File: config.mk
export PLATFORM = sky130hd
export DESIGN_NAME = mmei_top
export DESIGN_NICKNAME = d
export VERILOG_FILES = /design/src/verilog/mmei_pkg.sv /design/src/verilog/mmei_top.sv /design/src/verilog/mmei_line_filter.sv
export SDC_FILE = /design/constraint.sdc
export NUM_CORES = 2
export LEC_CHECK = 0
export BUFFER_PORTS_ARGS = -buffer_cell sky130_fd_sc_hd__buf_2
export CAP_MARGIN = 20
export CELL_PAD_IN_SITES_DETAIL_PLACEMENT = 1
export CELL_PAD_IN_SITES_GLOBAL_PLACEMENT = 1
export CORE_AREA = 2 2 236 238
export CTS_BUF_LIST = sky130_fd_sc_hd__clkbuf_8
export DETAILED_ROUTE_END_ITERATION = 7
export DIE_AREA = 0 0 238 240
export GPL_TIMING_DRIVEN = 0
export HOLD_SLACK_MARGIN = 0.08
export PLACE_DENSITY = 0.95
export SLEW_MARGIN = 15
export SYNTH_ARGS = -nofsm -noshare
export SYNTH_HDL_FRONTEND = slang
export SYNTH_HIERARCHICAL = 1
export SYNTH_SLANG_ARGS = --single-unit
File: constraint.sdc
create_clock -name clk -period 18.2 [get_ports clk]
set_input_delay 0.91 -clock clk [delete_from_list [all_inputs] [get_ports clk]]
set_output_delay 0.91 -clock clk [all_outputs]
set_load 0.05 [all_outputs]
File: src/verilog/mmei_pkg.sv
// Purpose: Constants for the multi-mode position line interface
// Assumes: 125 MHz clock, 16-bit register port with 8-bit address
// Notes:   Offsets are register numbers as seen on the register port
// Notes on behaviour
// - Quadrature mode decodes two lines a quarter period apart into movement and direction.
// - Quadrature decode handles pulse rates to 2.2 MHz, limited by the filter setting.
// - Count changes on every phase transition, four counts per input period.
// - Scaled position count is offered as a setpoint source for the loop controller.
// - Step/direction mode moves the count by one per complete step pulse.
// - RC servo mode measures pulse length and stores a signed 16-bit result.
// - Output mode drives both lines as a quadrature pair tracking motor position.
// - Config holds mode 3:0, filter 6:4, direction bit 8, bias select bit 9.
// - Mode codes: 0 off, 1 quadrature in, 2 step/direction, 4 RC servo, 8 quadrature out.
// - Filter 0 to 7, 0 fastest near 10 MHz, each step halves; resets to 4.
// - Direction 0 means A leading B is positive; 1 means B leading A.
// - Count is readable and writable and survives config rewrites.
package mmei_pkg;
    localparam logic [7:0]  ADDR_CONFIG   = 8'hB4;   // 180
    localparam logic [7:0]  ADDR_COUNT_LO = 8'hB8;   // 184
    localparam logic [7:0]  ADDR_COUNT_HI = 8'hB9;   // 185
    localparam logic [7:0]  ADDR_SCALE    = 8'hBA;   // 186
    localparam int          CFG_MODE_LSB  = 0;
    localparam int          CFG_FILT_LSB  = 4;
    localparam int          CFG_DIR_BIT   = 8;
    localparam int          CFG_BIAS_BIT  = 9;
    localparam logic [15:0] CONFIG_RESET  = 16'h0040;
    localparam logic [15:0] CONFIG_MASK   = 16'h03FF;
    localparam logic [15:0] SCALE_RESET   = 16'h0100;
    localparam int          SCALE_SHIFT   = 8;
    localparam logic [3:0]  MODE_OFF      = 4'h0;
    localparam logic [3:0]  MODE_QUAD_IN  = 4'h1;
    localparam logic [3:0]  MODE_STEP_DIR = 4'h2;
    localparam logic [3:0]  MODE_RC_SERVO = 4'h4;
    localparam logic [3:0]  MODE_QUAD_OUT = 4'h8;
    localparam int          CLK_MHZ       = 125;
    localparam int          RC_CENTER_US  = 1500;
    localparam int          RC_CENTER_CYC = RC_CENTER_US * CLK_MHZ;
    localparam int          RC_MAX_US     = 3000;
    localparam int          RC_MAX_CYC    = RC_MAX_US * CLK_MHZ;
    localparam int          RC_CNT_W      = 20;
    localparam int          FILT_CNT_W    = 8;
    localparam logic [7:0]  FILT_BASE_CYC = 8'h01;
endpackage : mmei_pkg

File: src/verilog/mmei_top.sv
// Purpose: Position line interface: quadrature in, step/direction, RC servo, quadrature out
// Assumes: motor_position comes from logic on clk; lines are asynchronous pins
// Notes:   Register port data is 16 bits, read data valid one cycle after the strobe
module mmei_top
    import mmei_pkg::*;
(
    input  wire logic        clk,
    input  wire logic        srst,
    input  wire logic [7:0]  reg_addr,
    input  wire logic [15:0] reg_wdata,
    input  wire logic        reg_wr,
    input  wire logic        reg_rd,
    output logic      [15:0] reg_rdata,
    input  wire logic        phase_a_line_in,
    input  wire logic        phase_b_line_in,
    output logic             phase_a_line_out,
    output logic             phase_a_line_oe,
    output logic             phase_b_line_out,
    output logic             phase_b_line_oe,
    output logic             bias_pullup,
    input  wire logic [31:0] motor_position,
    output logic      [31:0] setpoint
);
    typedef enum logic [1:0] {
        MMEI_RC_IDLE = 2'b01,
        MMEI_RC_HIGH = 2'b10
    } mmei_rc_e;

    logic [15:0]         config_r;
    logic [15:0]         scale_r;
    logic [31:0]         count_r;
    logic                a_f;
    logic                b_f;
    logic                a_prev_r;
    logic                b_prev_r;
    logic [3:0]          mode;
    logic [2:0]          filter;
    logic                dir_flag;
    logic                quad_step;
    logic                quad_up;
    logic                step_fall;
    logic                step_up;
    mmei_rc_e            rc_state_r;
    logic [RC_CNT_W-1:0] rc_len_r;
    logic                rc_done;
    logic [15:0]         rc_value;
    logic [31:0]         out_pos_r;
    logic [7:0]          out_wait_r;
    logic [1:0]          out_idx;
    logic [47:0]         scaled;

    // Signed saturation of a pulse length offset to 16 bits
    function automatic logic [15:0] sat16(input logic [RC_CNT_W:0] v);
        if ($signed(v) > $signed(21'sh007FFF)) begin
            sat16 = 16'h7FFF;
        end else if ($signed(v) < $signed(-21'sh008000)) begin
            sat16 = 16'h8000;
        end else begin
            sat16 = v[15:0];
        end
    endfunction : sat16

    // Config fields
    assign mode     = config_r[CFG_MODE_LSB +: 4];
    assign filter   = config_r[CFG_FILT_LSB +: 3];
    assign dir_flag = config_r[CFG_DIR_BIT];

    // Input conditioning, one filter per line
    mmei_line_filter u_filt_a (
        .clk    (clk),
        .srst   (srst),
        .pin    (phase_a_line_in),
        .filter (filter),
        .level  (a_f)
    );
    mmei_line_filter u_filt_b (
        .clk    (clk),
        .srst   (srst),
        .pin    (phase_b_line_in),
        .filter (filter),
        .level  (b_f)
    );

    // Previous filtered levels for edge and phase detection
    always_ff @(posedge clk) begin
        if (srst) begin
            a_prev_r <= 1'b0;
            b_prev_r <= 1'b0;
        end else begin
            a_prev_r <= a_f;
            b_prev_r <= b_f;
        end
    end

    // Quadrature decode: one count per single-line change
    assign quad_step = (a_f ^ a_prev_r) ^ (b_f ^ b_prev_r);
    assign quad_up   = (a_f ^ b_prev_r) ^ dir_flag;
    // Step on falling edge of line A, direction from line B
    assign step_fall = a_prev_r & ~a_f;
    assign step_up   = b_f ^ dir_flag;

    // RC pulse length measurement on line A
    always_ff @(posedge clk) begin
        if (srst || mode != MODE_RC_SERVO) begin
            rc_state_r <= MMEI_RC_IDLE;
            rc_len_r   <= '0;
        end else begin
            case (rc_state_r)
                MMEI_RC_IDLE: begin
                    rc_len_r <= '0;
                    if (a_f && !a_prev_r) begin
                        rc_state_r <= MMEI_RC_HIGH;
                    end
                end
                MMEI_RC_HIGH: begin
                    if (!a_f) begin
                        rc_state_r <= MMEI_RC_IDLE;
                    end else if (rc_len_r != RC_CNT_W'(RC_MAX_CYC)) begin
                        rc_len_r <= rc_len_r + 1'b1;
                    end
                end
                default: rc_state_r <= MMEI_RC_IDLE;
            endcase
        end
    end

    assign rc_done  = (rc_state_r == MMEI_RC_HIGH) && !a_f;
    assign rc_value = sat16({1'b0, rc_len_r} - (RC_CNT_W + 1)'(RC_CENTER_CYC));

    // Position count: software load wins, then the active mode updates it
    always_ff @(posedge clk) begin
        if (srst) begin
            count_r <= '0;
        end else if (reg_wr && reg_addr == ADDR_COUNT_LO) begin
            count_r[15:0] <= reg_wdata;
        end else if (reg_wr && reg_addr == ADDR_COUNT_HI) begin
            count_r[31:16] <= reg_wdata;
        end else begin
            case (mode)
                MODE_QUAD_IN: begin
                    if (quad_step) begin
                        count_r <= quad_up ? count_r + 32'h1 : count_r - 32'h1;
                    end
                end
                MODE_STEP_DIR: begin
                    if (step_fall) begin
                        count_r <= step_up ? count_r + 32'h1 : count_r - 32'h1;
                    end
                end
                MODE_RC_SERVO: begin
                    if (rc_done) begin
                        count_r <= {{16{rc_value[15]}}, rc_value};
                    end
                end
                default: count_r <= count_r;
            endcase
        end
    end

    // Config and scale registers; count is not touched by config writes
    always_ff @(posedge clk) begin
        if (srst) begin
            config_r <= CONFIG_RESET;
            scale_r  <= SCALE_RESET;
        end else if (reg_wr && reg_addr == ADDR_CONFIG) begin
            config_r <= reg_wdata & CONFIG_MASK;
        end else if (reg_wr && reg_addr == ADDR_SCALE) begin
            scale_r <= reg_wdata;
        end
    end

    // Read port, data one cycle after the strobe, unmapped reads zero
    always_ff @(posedge clk) begin
        if (srst) begin
            reg_rdata <= '0;
        end else if (reg_rd) begin
            case (reg_addr)
                ADDR_CONFIG:   reg_rdata <= config_r;
                ADDR_COUNT_LO: reg_rdata <= count_r[15:0];
                ADDR_COUNT_HI: reg_rdata <= count_r[31:16];
                ADDR_SCALE:    reg_rdata <= scale_r;
                default:       reg_rdata <= '0;
            endcase
        end else begin
            reg_rdata <= '0;
        end
    end

    // Scaled setpoint for the loop controller, signed gain in 8.8 form
    assign scaled = 48'($signed(count_r) * $signed(scale_r));
    always_ff @(posedge clk) begin
        if (srst) begin
            setpoint <= '0;
        end else begin
            setpoint <= scaled[SCALE_SHIFT +: 32];
        end
    end

    // Output tracker: one quadrature state per filter time toward motor position
    always_ff @(posedge clk) begin
        if (srst) begin
            out_pos_r  <= '0;
            out_wait_r <= '0;
        end else if (mode != MODE_QUAD_OUT) begin
            out_pos_r  <= motor_position;
            out_wait_r <= '0;
        end else if (out_wait_r != 8'h00) begin
            out_wait_r <= out_wait_r - 8'h01;
        end else if (out_pos_r != motor_position) begin
            out_wait_r <= (FILT_BASE_CYC << filter) - 8'h01;
            if ($signed(motor_position - out_pos_r) > 0) begin
                out_pos_r <= out_pos_r + 32'h1;
            end else begin
                out_pos_r <= out_pos_r - 32'h1;
            end
        end
    end

    assign out_idx = out_pos_r[1:0];

    // Line drivers and bias select, all registered
    always_ff @(posedge clk) begin
        if (srst) begin
            phase_a_line_out <= 1'b0;
            phase_b_line_out <= 1'b0;
            phase_a_line_oe  <= 1'b0;
            phase_b_line_oe  <= 1'b0;
            bias_pullup      <= 1'b0;
        end else begin
            phase_a_line_out <= dir_flag ? out_idx[1] : out_idx[1] ^ out_idx[0];
            phase_b_line_out <= dir_flag ? out_idx[1] ^ out_idx[0] : out_idx[1];
            phase_a_line_oe  <= (mode == MODE_QUAD_OUT);
            phase_b_line_oe  <= (mode == MODE_QUAD_OUT);
            bias_pullup      <= config_r[CFG_BIAS_BIT];
        end
    end
endmodule : mmei_top

File: src/verilog/mmei_line_filter.sv
// Purpose: Synchronise one pin and pass a level only after it is stable
// Assumes: Pin is asynchronous to clk
// Notes:   Hold time is 2**filter cycles, so each filter step halves the rate
module mmei_line_filter
    import mmei_pkg::*;
(
    input  wire logic       clk,
    input  wire logic       srst,
    input  wire logic       pin,
    input  wire logic [2:0] filter,
    output logic            level
);
    logic                  sync1_r;
    logic                  sync2_r;
    logic [FILT_CNT_W-1:0] stable_r;
    logic [FILT_CNT_W-1:0] limit;

    // Two-stage synchroniser
    always_ff @(posedge clk) begin
        if (srst) begin
            sync1_r <= 1'b0;
            sync2_r <= 1'b0;
        end else begin
            sync1_r <= pin;
            sync2_r <= sync1_r;
        end
    end

    assign limit = FILT_BASE_CYC << filter;

    // Accept a new level once stable for the filter time
    always_ff @(posedge clk) begin
        if (srst) begin
            stable_r <= '0;
            level    <= 1'b0;
        end else if (sync2_r == level) begin
            stable_r <= '0;
        end else if (stable_r + 8'h01 >= limit) begin
            stable_r <= '0;
            level    <= sync2_r;
        end else begin
            stable_r <= stable_r + 8'h01;
        end
    end
endmodule : mmei_line_filter

After elaboration in Yosys (flattened, before gate mapping)

Index checks and enable logic that the tools add are counted.

Register bits after elaboration: 196
Input port bits: 62
Output and inout bits: 53
Word-level logic and storage cells: 137

Add/subtract/negate cells: 11
Multipliers: 1
Order comparisons: 5
Equal/unequal tests: 28
Shift-type cells: 1
Muxes and demuxes: 26
Bitwise logic cells: 14
Reduce and logical (&&, ||, !) cells: 27

Operators by type and width:

| operator                                                                           | count |
|---|---|
| 32-bit 2-to-1 mux                                                                  | 9 |
| 32-bit one-hot mux with 3 select lines                                             | 1 |
| 16-bit 2-to-1 mux                                                                  | 5 |
| 32-bit by 1-bit adder with 32-bit output (second input constant)                   | 2 |
| 16-bit one-hot mux with 4 select lines                                             | 1 |
| 32-bit by 1-bit subtractor with 32-bit output (second input constant)              | 2 |
| 32-bit by 16-bit multiplier with 40-bit output                                     | 1 |
| 20-bit 2-to-1 mux                                                                  | 2 |
| 20-bit one-hot mux with 2 select lines                                             | 1 |
| 8-bit == test (second input constant)                                              | 4 |
| 32-bit by 1-bit greater-than comparator with 1-bit output (second input constant)  | 1 |
| 32-bit inequality test                                                             | 1 |
| 32-bit subtractor                                                                  | 1 |
| 21-bit by 16-bit greater-than comparator with 1-bit output (second input constant) | 1 |
| 21-bit by 16-bit less-than comparator with 1-bit output (second input constant)    | 1 |
| 20-bit by 18-bit subtractor with 21-bit output (second input constant)             | 1 |
| 20-bit by 1-bit adder with 20-bit output (second input constant)                   | 1 |
| 20-bit by 19-bit inequality test with 1-bit output (second input constant)         | 1 |
| 3-bit inequality test (second input constant)                                      | 6 |
| 8-bit by 1-bit adder with 8-bit output (second input constant)                     | 2 |
| 8-bit greater-or-equal comparator                                                  | 2 |
| 8-bit 2-to-1 mux                                                                   | 2 |
| 8-bit by 1-bit subtractor with 8-bit output (second input constant)                | 2 |
| 2-bit inequality test (second input constant)                                      | 5 |
| 28 further kinds                                                                   | 58 |

Longest topological paths before layout

Depth in word-level cells: 8
Gate-level depth with buffers: 26
Gate-level depth less buffers: 24

By module

The synthesis kept the hierarchy.

Modules (own cells, without submodules):

| module           | times used | cells each | area an instance (um2) | seq. area each (um2) |
|---|---|---|---|---|
| mmei_top         | 1          | 3494       | 27944.3                | 3483.3 |
| mmei_line_filter | 2          | 71         | 673.1                  | 220.2 |

Worst setup path after synthesis

OpenSTA, ideal clock, no wires.

Path kind: input port to flip-flop
From: input port motor_position[0]
To: register out_pos_r[28]
Setup time: 0.086 ns
Arrival: 6.719 ns
Data required time: 18.114 ns
Slack: 11.395 ns
Cell stages on the path: 24
Buffers on the path: 0
Path through: inv_1 ha_1 fa_1 nand2b_1 a21o_1 a211o_1 a31o_4 a21oi_1 xnor2_1 o311ai_1 or4_4 nand2_1 ha_1 a21oi_1 nor3b_1 a22oi_1 a31o_2 a21o_1 a2111o_1 nand3_1 a21oi_1 o21a_1 o31a_1 a211oi_1

Cells in the longest elaborated chain, start to end: 6
Elaborated cells on any way between the ends: 9
Those cells by class: add/sub (1); order compare (1); eq/ne (1); mux (4); reduce/logical (2)

Ends and longest elaborated chain:

| what                                                      | RTL line        | text |
|---|---|---|
| from (decl)                                               | mmei_top.sv:21  | `input wire logic [31:0] motor_position,` |
| 32-bit subtractor                                         | mmei_top.sv:211 | `if ($signed(motor_position - out_pos_r) > 0) begin` |
| 32-bit by 1-bit greater-than comparator with 1-bit output | mmei_top.sv:211 |  |
| 32-bit 2-to-1 mux                                         | mmei_top.sv:211 |  |
| 32-bit 2-to-1 mux                                         | mmei_top.sv:209 | `end else if (out_pos_r != motor_position) begin` |
| 32-bit 2-to-1 mux                                         | mmei_top.sv:207 | `end else if (out_wait_r != 8'h00) begin` |
| 32-bit 2-to-1 mux                                         | mmei_top.sv:204 | `end else if (mode != MODE_QUAD_OUT) begin` |
| to (signal assigned)                                      | mmei_top.sv:205 | `out_pos_r <= motor_position;` |
| to (signal assigned)                                      | mmei_top.sv:212 | `out_pos_r <= out_pos_r + 32'h1;` |
| to (signal assigned)                                      | mmei_top.sv:214 | `out_pos_r <= out_pos_r - 32'h1;` |
| to (decl)                                                 | mmei_top.sv:47  | `logic [31:0] out_pos_r;` |

Parallel ways exist; a longest one is shown, timed or not. The select of a mux whose other input is x is not followed.
A chain may end at the register's enable or synchronous reset.

Worst setup path in the final report

From: register count_r[10]
To: register setpoint[29]

Cells in the longest elaborated chain, start to end: 1

Ends and longest elaborated chain:

| what                                           | RTL line        | text |
|---|---|---|
| from (decl)                                    | mmei_top.sv:31  | `logic [31:0] count_r;` |
| from (signal assigned)                         | mmei_top.sv:135 | `count_r[15:0] <= reg_wdata;` |
| from (signal assigned)                         | mmei_top.sv:142 | `count_r <= quad_up ? count_r + 32'h1 : count_r - 32'h1;` |
| from (signal assigned)                         | mmei_top.sv:147 | `count_r <= step_up ? count_r + 32'h1 : count_r - 32'h1;` |
| 32-bit by 16-bit multiplier with 40-bit output | mmei_top.sv:190 | `assign scaled = 48'($signed(count_r) * $signed(scale_r));` |
| to (signal assigned)                           | mmei_top.sv:195 | `setpoint <= scaled[SCALE_SHIFT +: 32];` |
| to (decl)                                      | mmei_top.sv:22  | `output logic [31:0] setpoint` |

No other way between the ends.

==> metrics.md <==
| Metric | Value |
|---|---|
| Crit start category | `flip-flop` |
| Clock skew | `~0.040 ns` |
| H-tree depth | `4` |
| CP Class | `flip-flop to flip-flop` |
| Global Route Usage Sum | `0.409` |
| Max-cap viol count | `0` |
| Setup WS post-layout | `approximately 9.4 ns` |
| Crit-path max FO | `10` |
| Register area share after synthesis | `0.134` |
| Lkg Pwr | `about 14 nW` |
| Syn Nets | `between 4,000 and 5,000` |
| Initial antenna violation count | `5` |
| Pin count of the biggest net entering global routing | `32` |
| Count of port buffers added during placement | `about 110` |
| Area Overhead vs Synth | `6.63%` |
| DIE HEIGHT | `240 um` |
| FP Rows | `86` |
| First-pass GRT wire length | `around 180 mm` |
| DRC viols | `28` |
| Core area | `around 55,000 um2` |
| Resized Gates After CTS | `0` |
| Worst hold path type | `flip-flop to flip-flop` |
| Die area | `57,100 um2` |
| CP endpoint kind | `flip-flop` |
| Synth area leaders | `fa_1 28%, dfxtp_1 13%, ha_1 8.2%, inv_1 7.5%, nand2_1 6.3%` |
| Total of fill cells in the finished design | `6,842` |
| Root buffer cell | `clkbuf_8` |
| Initial Utilization | `0.536` |
| Yosys warnings | `6` |
| Synth top area share | `0.282` |
| Max frequency | `between 100 and 150 MHz` |
| Hold Vio Cnt, Final | `0` |
| RSZ-0062 raised after global routing | `false` |
| Total power | `~0.0011 W` |
| Failing checks | `design-rule violations` |
| Arrival @ worst endpoint | `~9.3 ns` |
| Cell Area, Synth | `roughly 29,000 um2` |
| Top FF cell, synth | `dfxtp_1` |
| Most frequent cell on the critical path | `fa_1` |
| Total CTS buffers | `17` |
| I/O pin cnt | `approximately 120` |
| Remaining antenna violation count | `0` |
| Clock Latency Late Sink | `~0.64 ns` |
| WL per Instance | `25.5 um` |
| CP max-delay cell | `clkbuf_1` |
| CP top delay family | `adder cells` |
| CTS tree | `built` |
| Hold buffers post-CTS | `0` |
| Clock Sinks | `about 200` |
| Die W | `238 um` |
| Total grt overflow | `0` |
| Vias in the first global route | `between 30,000 and 40,000` |
| Worst path max stage delay | `0.86 ns` |
| Reg clk slew, reported paths | `roughly 0.14 ns` |
| Max transition margin | `0.197` |
| Worst Path Required | `approximately 19 ns` |
| Layout Nets | `between 4,000 and 5,000` |
| Post-place setup slack | `~9.8 ns` |
| GP Congestion | `between 0.9 and 1` |
| CTS Buffer Depth | `2` |
| Final WL | `between 100 and 150 mm` |
| First-pass iteration count of the detailed router | `8` |
| Vias | `between 20,000 and 30,000` |
| Syn avg cell area | `roughly 8 um2` |
| Synthesized netlist cell count | `3,636` |
| Tcrit/Tclk final | `0.482` |
| Min Clock Period, post-route | `slightly below 9 ns` |
| DPL Wire Length | `~90 mm` |
| # setup viols final | `0` |
| Synth area leader | `fa_1` |
| Outcome | `finished with violations` |
| First-iteration detailed-routing DRC count | `around 2,800` |
| Worst-Margin Slew | `roughly 1.2 ns` |
| Share of cells above drive strength 1 | `0.0608` |
| Async set-reset flop share out of synthesis | `0` |
| Critical path cell sequence | `clkbuf_1 > clkbuf_1 > nand2_1 > fa_1 > inv_1 > fa_1 > inv_1 > fa_1 > inv_1 > fa_1 > fa_1 > inv_1 > fa_1 > inv_1 > ha_1 > nand4_1 > nor2_1 > a211oi_1 > o31a_1 > a21oi_1 > o21ai_0 > o221ai_1 > a21oi_1 > mux2_2` |
| Final Max Tran Viols | `0` |
| Synth top cells by count | `586 x inv_1, 493 x nand2_1, 412 x fa_1, 235 x nor2_1, 196 x dfxtp_1` |
| Most common cell in the netlist | `inv_1` |
| Final TNS setup | `0 ns` |
| Buffers plus inverters on the worst setup path | `7` |
| #FFs+latches synth | `roughly 200` |
| Power density over the cells | `between 30 and 40 nW/um2` |
| Distinct cells, synth | `94` |
| Setup bufs post-CTS | `0` |
| Number of synthesized flops with an enable pin | `0` |
| Worst IR drop on VDD | `about 0.000055 V` |
| Vias/cell | `around 6.3` |
==> placed cells by master (no fill, tap or decap), types with 19 or more instances in the layout <==
cell        n
inv_1     587
nand2_1   492
fa_1      412
nor2_1    235
dfxtp_1   196
ha_1      191
and2_1    186
clkbuf_1  184
a21oi_1   180
buf_2     122
xnor2_1   103
o21ai_0    97
nand3_1    73
xor2_1     66
nor3_1     57
o211ai_1   42
a211oi_1   37
a21o_1     36
and3_1     33
a22oi_1    32
nor2b_1    28
a31oi_1    24
nand4_1    21
nand2b_1   19
==> logic make-up (layout without fill, tap and decap cells) <==
family	after synthesis	after routing	share of synthesized area
other	0	5	0
flip-flops	196	196	0.134
multiplexers	9	9	0.00316
XOR/XNOR	169	169	0.0505
buffers and inverters	793	943	0.104
AND/OR/NAND/NOR	1276	1276	0.213
AO/OA/AOI/OAI	590	590	0.132
adder cells (fa/ha/maj)	603	603	0.363
==> worst reg2reg max path, stage by stage (launching register included) <==
cell	delay, ns
dfxtp_1	0.47
clkbuf_1	0.86
clkbuf_1	0.66
nand2_1	0.21
fa_1	0.58
inv_1	0.05
fa_1	0.49
inv_1	0.08
fa_1	0.58
inv_1	0.09
fa_1	0.51
fa_1	0.50
inv_1	0.05
fa_1	0.49
inv_1	0.05
ha_1	0.34
nand4_1	0.15
nor2_1	0.07
a211oi_1	0.31
o31a_1	0.36
a21oi_1	0.26
o21ai_0	0.63
o221ai_1	0.29
a21oi_1	0.23
mux2_2	0.37
==> registers in the layout (all words and copies together), names as in the netlist, 8 cells and up <==
| signal | cells |
|---|---|
| config_r | 10 |
| scale_r | 16 |
| setpoint | 32 |
| rc_len_r | 20 |
| out_pos_r | 32 |
| count_r | 32 |
| out_wait_r | 8 |
| u_filt_a/stable_r | 8 |
| u_filt_b/stable_r | 8 |
| reg_rdata | 16 |
==> metrics by stage <==
step                hold WS [ns]  instances  cell area (um2)   util
CTS                        0.465       4488            31200  0.571
global route               0.473       4491            31200  0.571
global placement           0.426       4453            30700  0.562
finish                     0.468       4495            31200  0.571
detailed placement         0.444       4456            30800  0.563
floorplan                  0.414       3636            29300      -
==> per-layer routing <==
| layer | GRT usage | wire [um] | vias up |
|---|---|---|---|
| met4 | 0.290 | 9310 | 0 |
| met3 | 0.118 | 11300 | 657 |
| met5 | 0 | 0 | - |
| met2 | 0.675 | 53600 | 1677 |
| li1 | - | - | 12000 |
| met1 | 0.457 | 40500 | 13900 |
==> final cells by class <==
type | count | area [um2] | area share
well taps | 704 | 881 | 0.0282
clock inverters | 15 | 181 | 0.00581
diodes | 5 | 12.5 | 0.000401
repair buffers | 118 | 608 | 0.0195
clock buffers | 17 | 234 | 0.00749
inverters | 586 | 2200 | 0.0704
plain buffers | 207 | 843 | 0.0270
flip-flops and latches | 196 | 3920 | 0.126
multi-input cells | 2647 | 22300 | 0.716
==> final timing paths <==
check / from / to / slack, ns / cells past startpoint
worst max-delay path: count_r[10] / setpoint[29] / 9.42 / 24
worst min-delay path: out_wait_r[0] / out_wait_r[0] / 0.47 / 1
worst max register to register: count_r[10] / setpoint[29] / 9.42 / 24
worst min register to register: out_wait_r[0] / out_wait_r[0] / 0.47 / 1
==> power by group <==
group,internal [W],switching (W),leakage (nW)
clock network,0.000106,0.000222,0.210
registers,0.000434,0.00000591,1.59
logic,0.000115,0.000191,12.3
(Power assumes the default switching activity.)
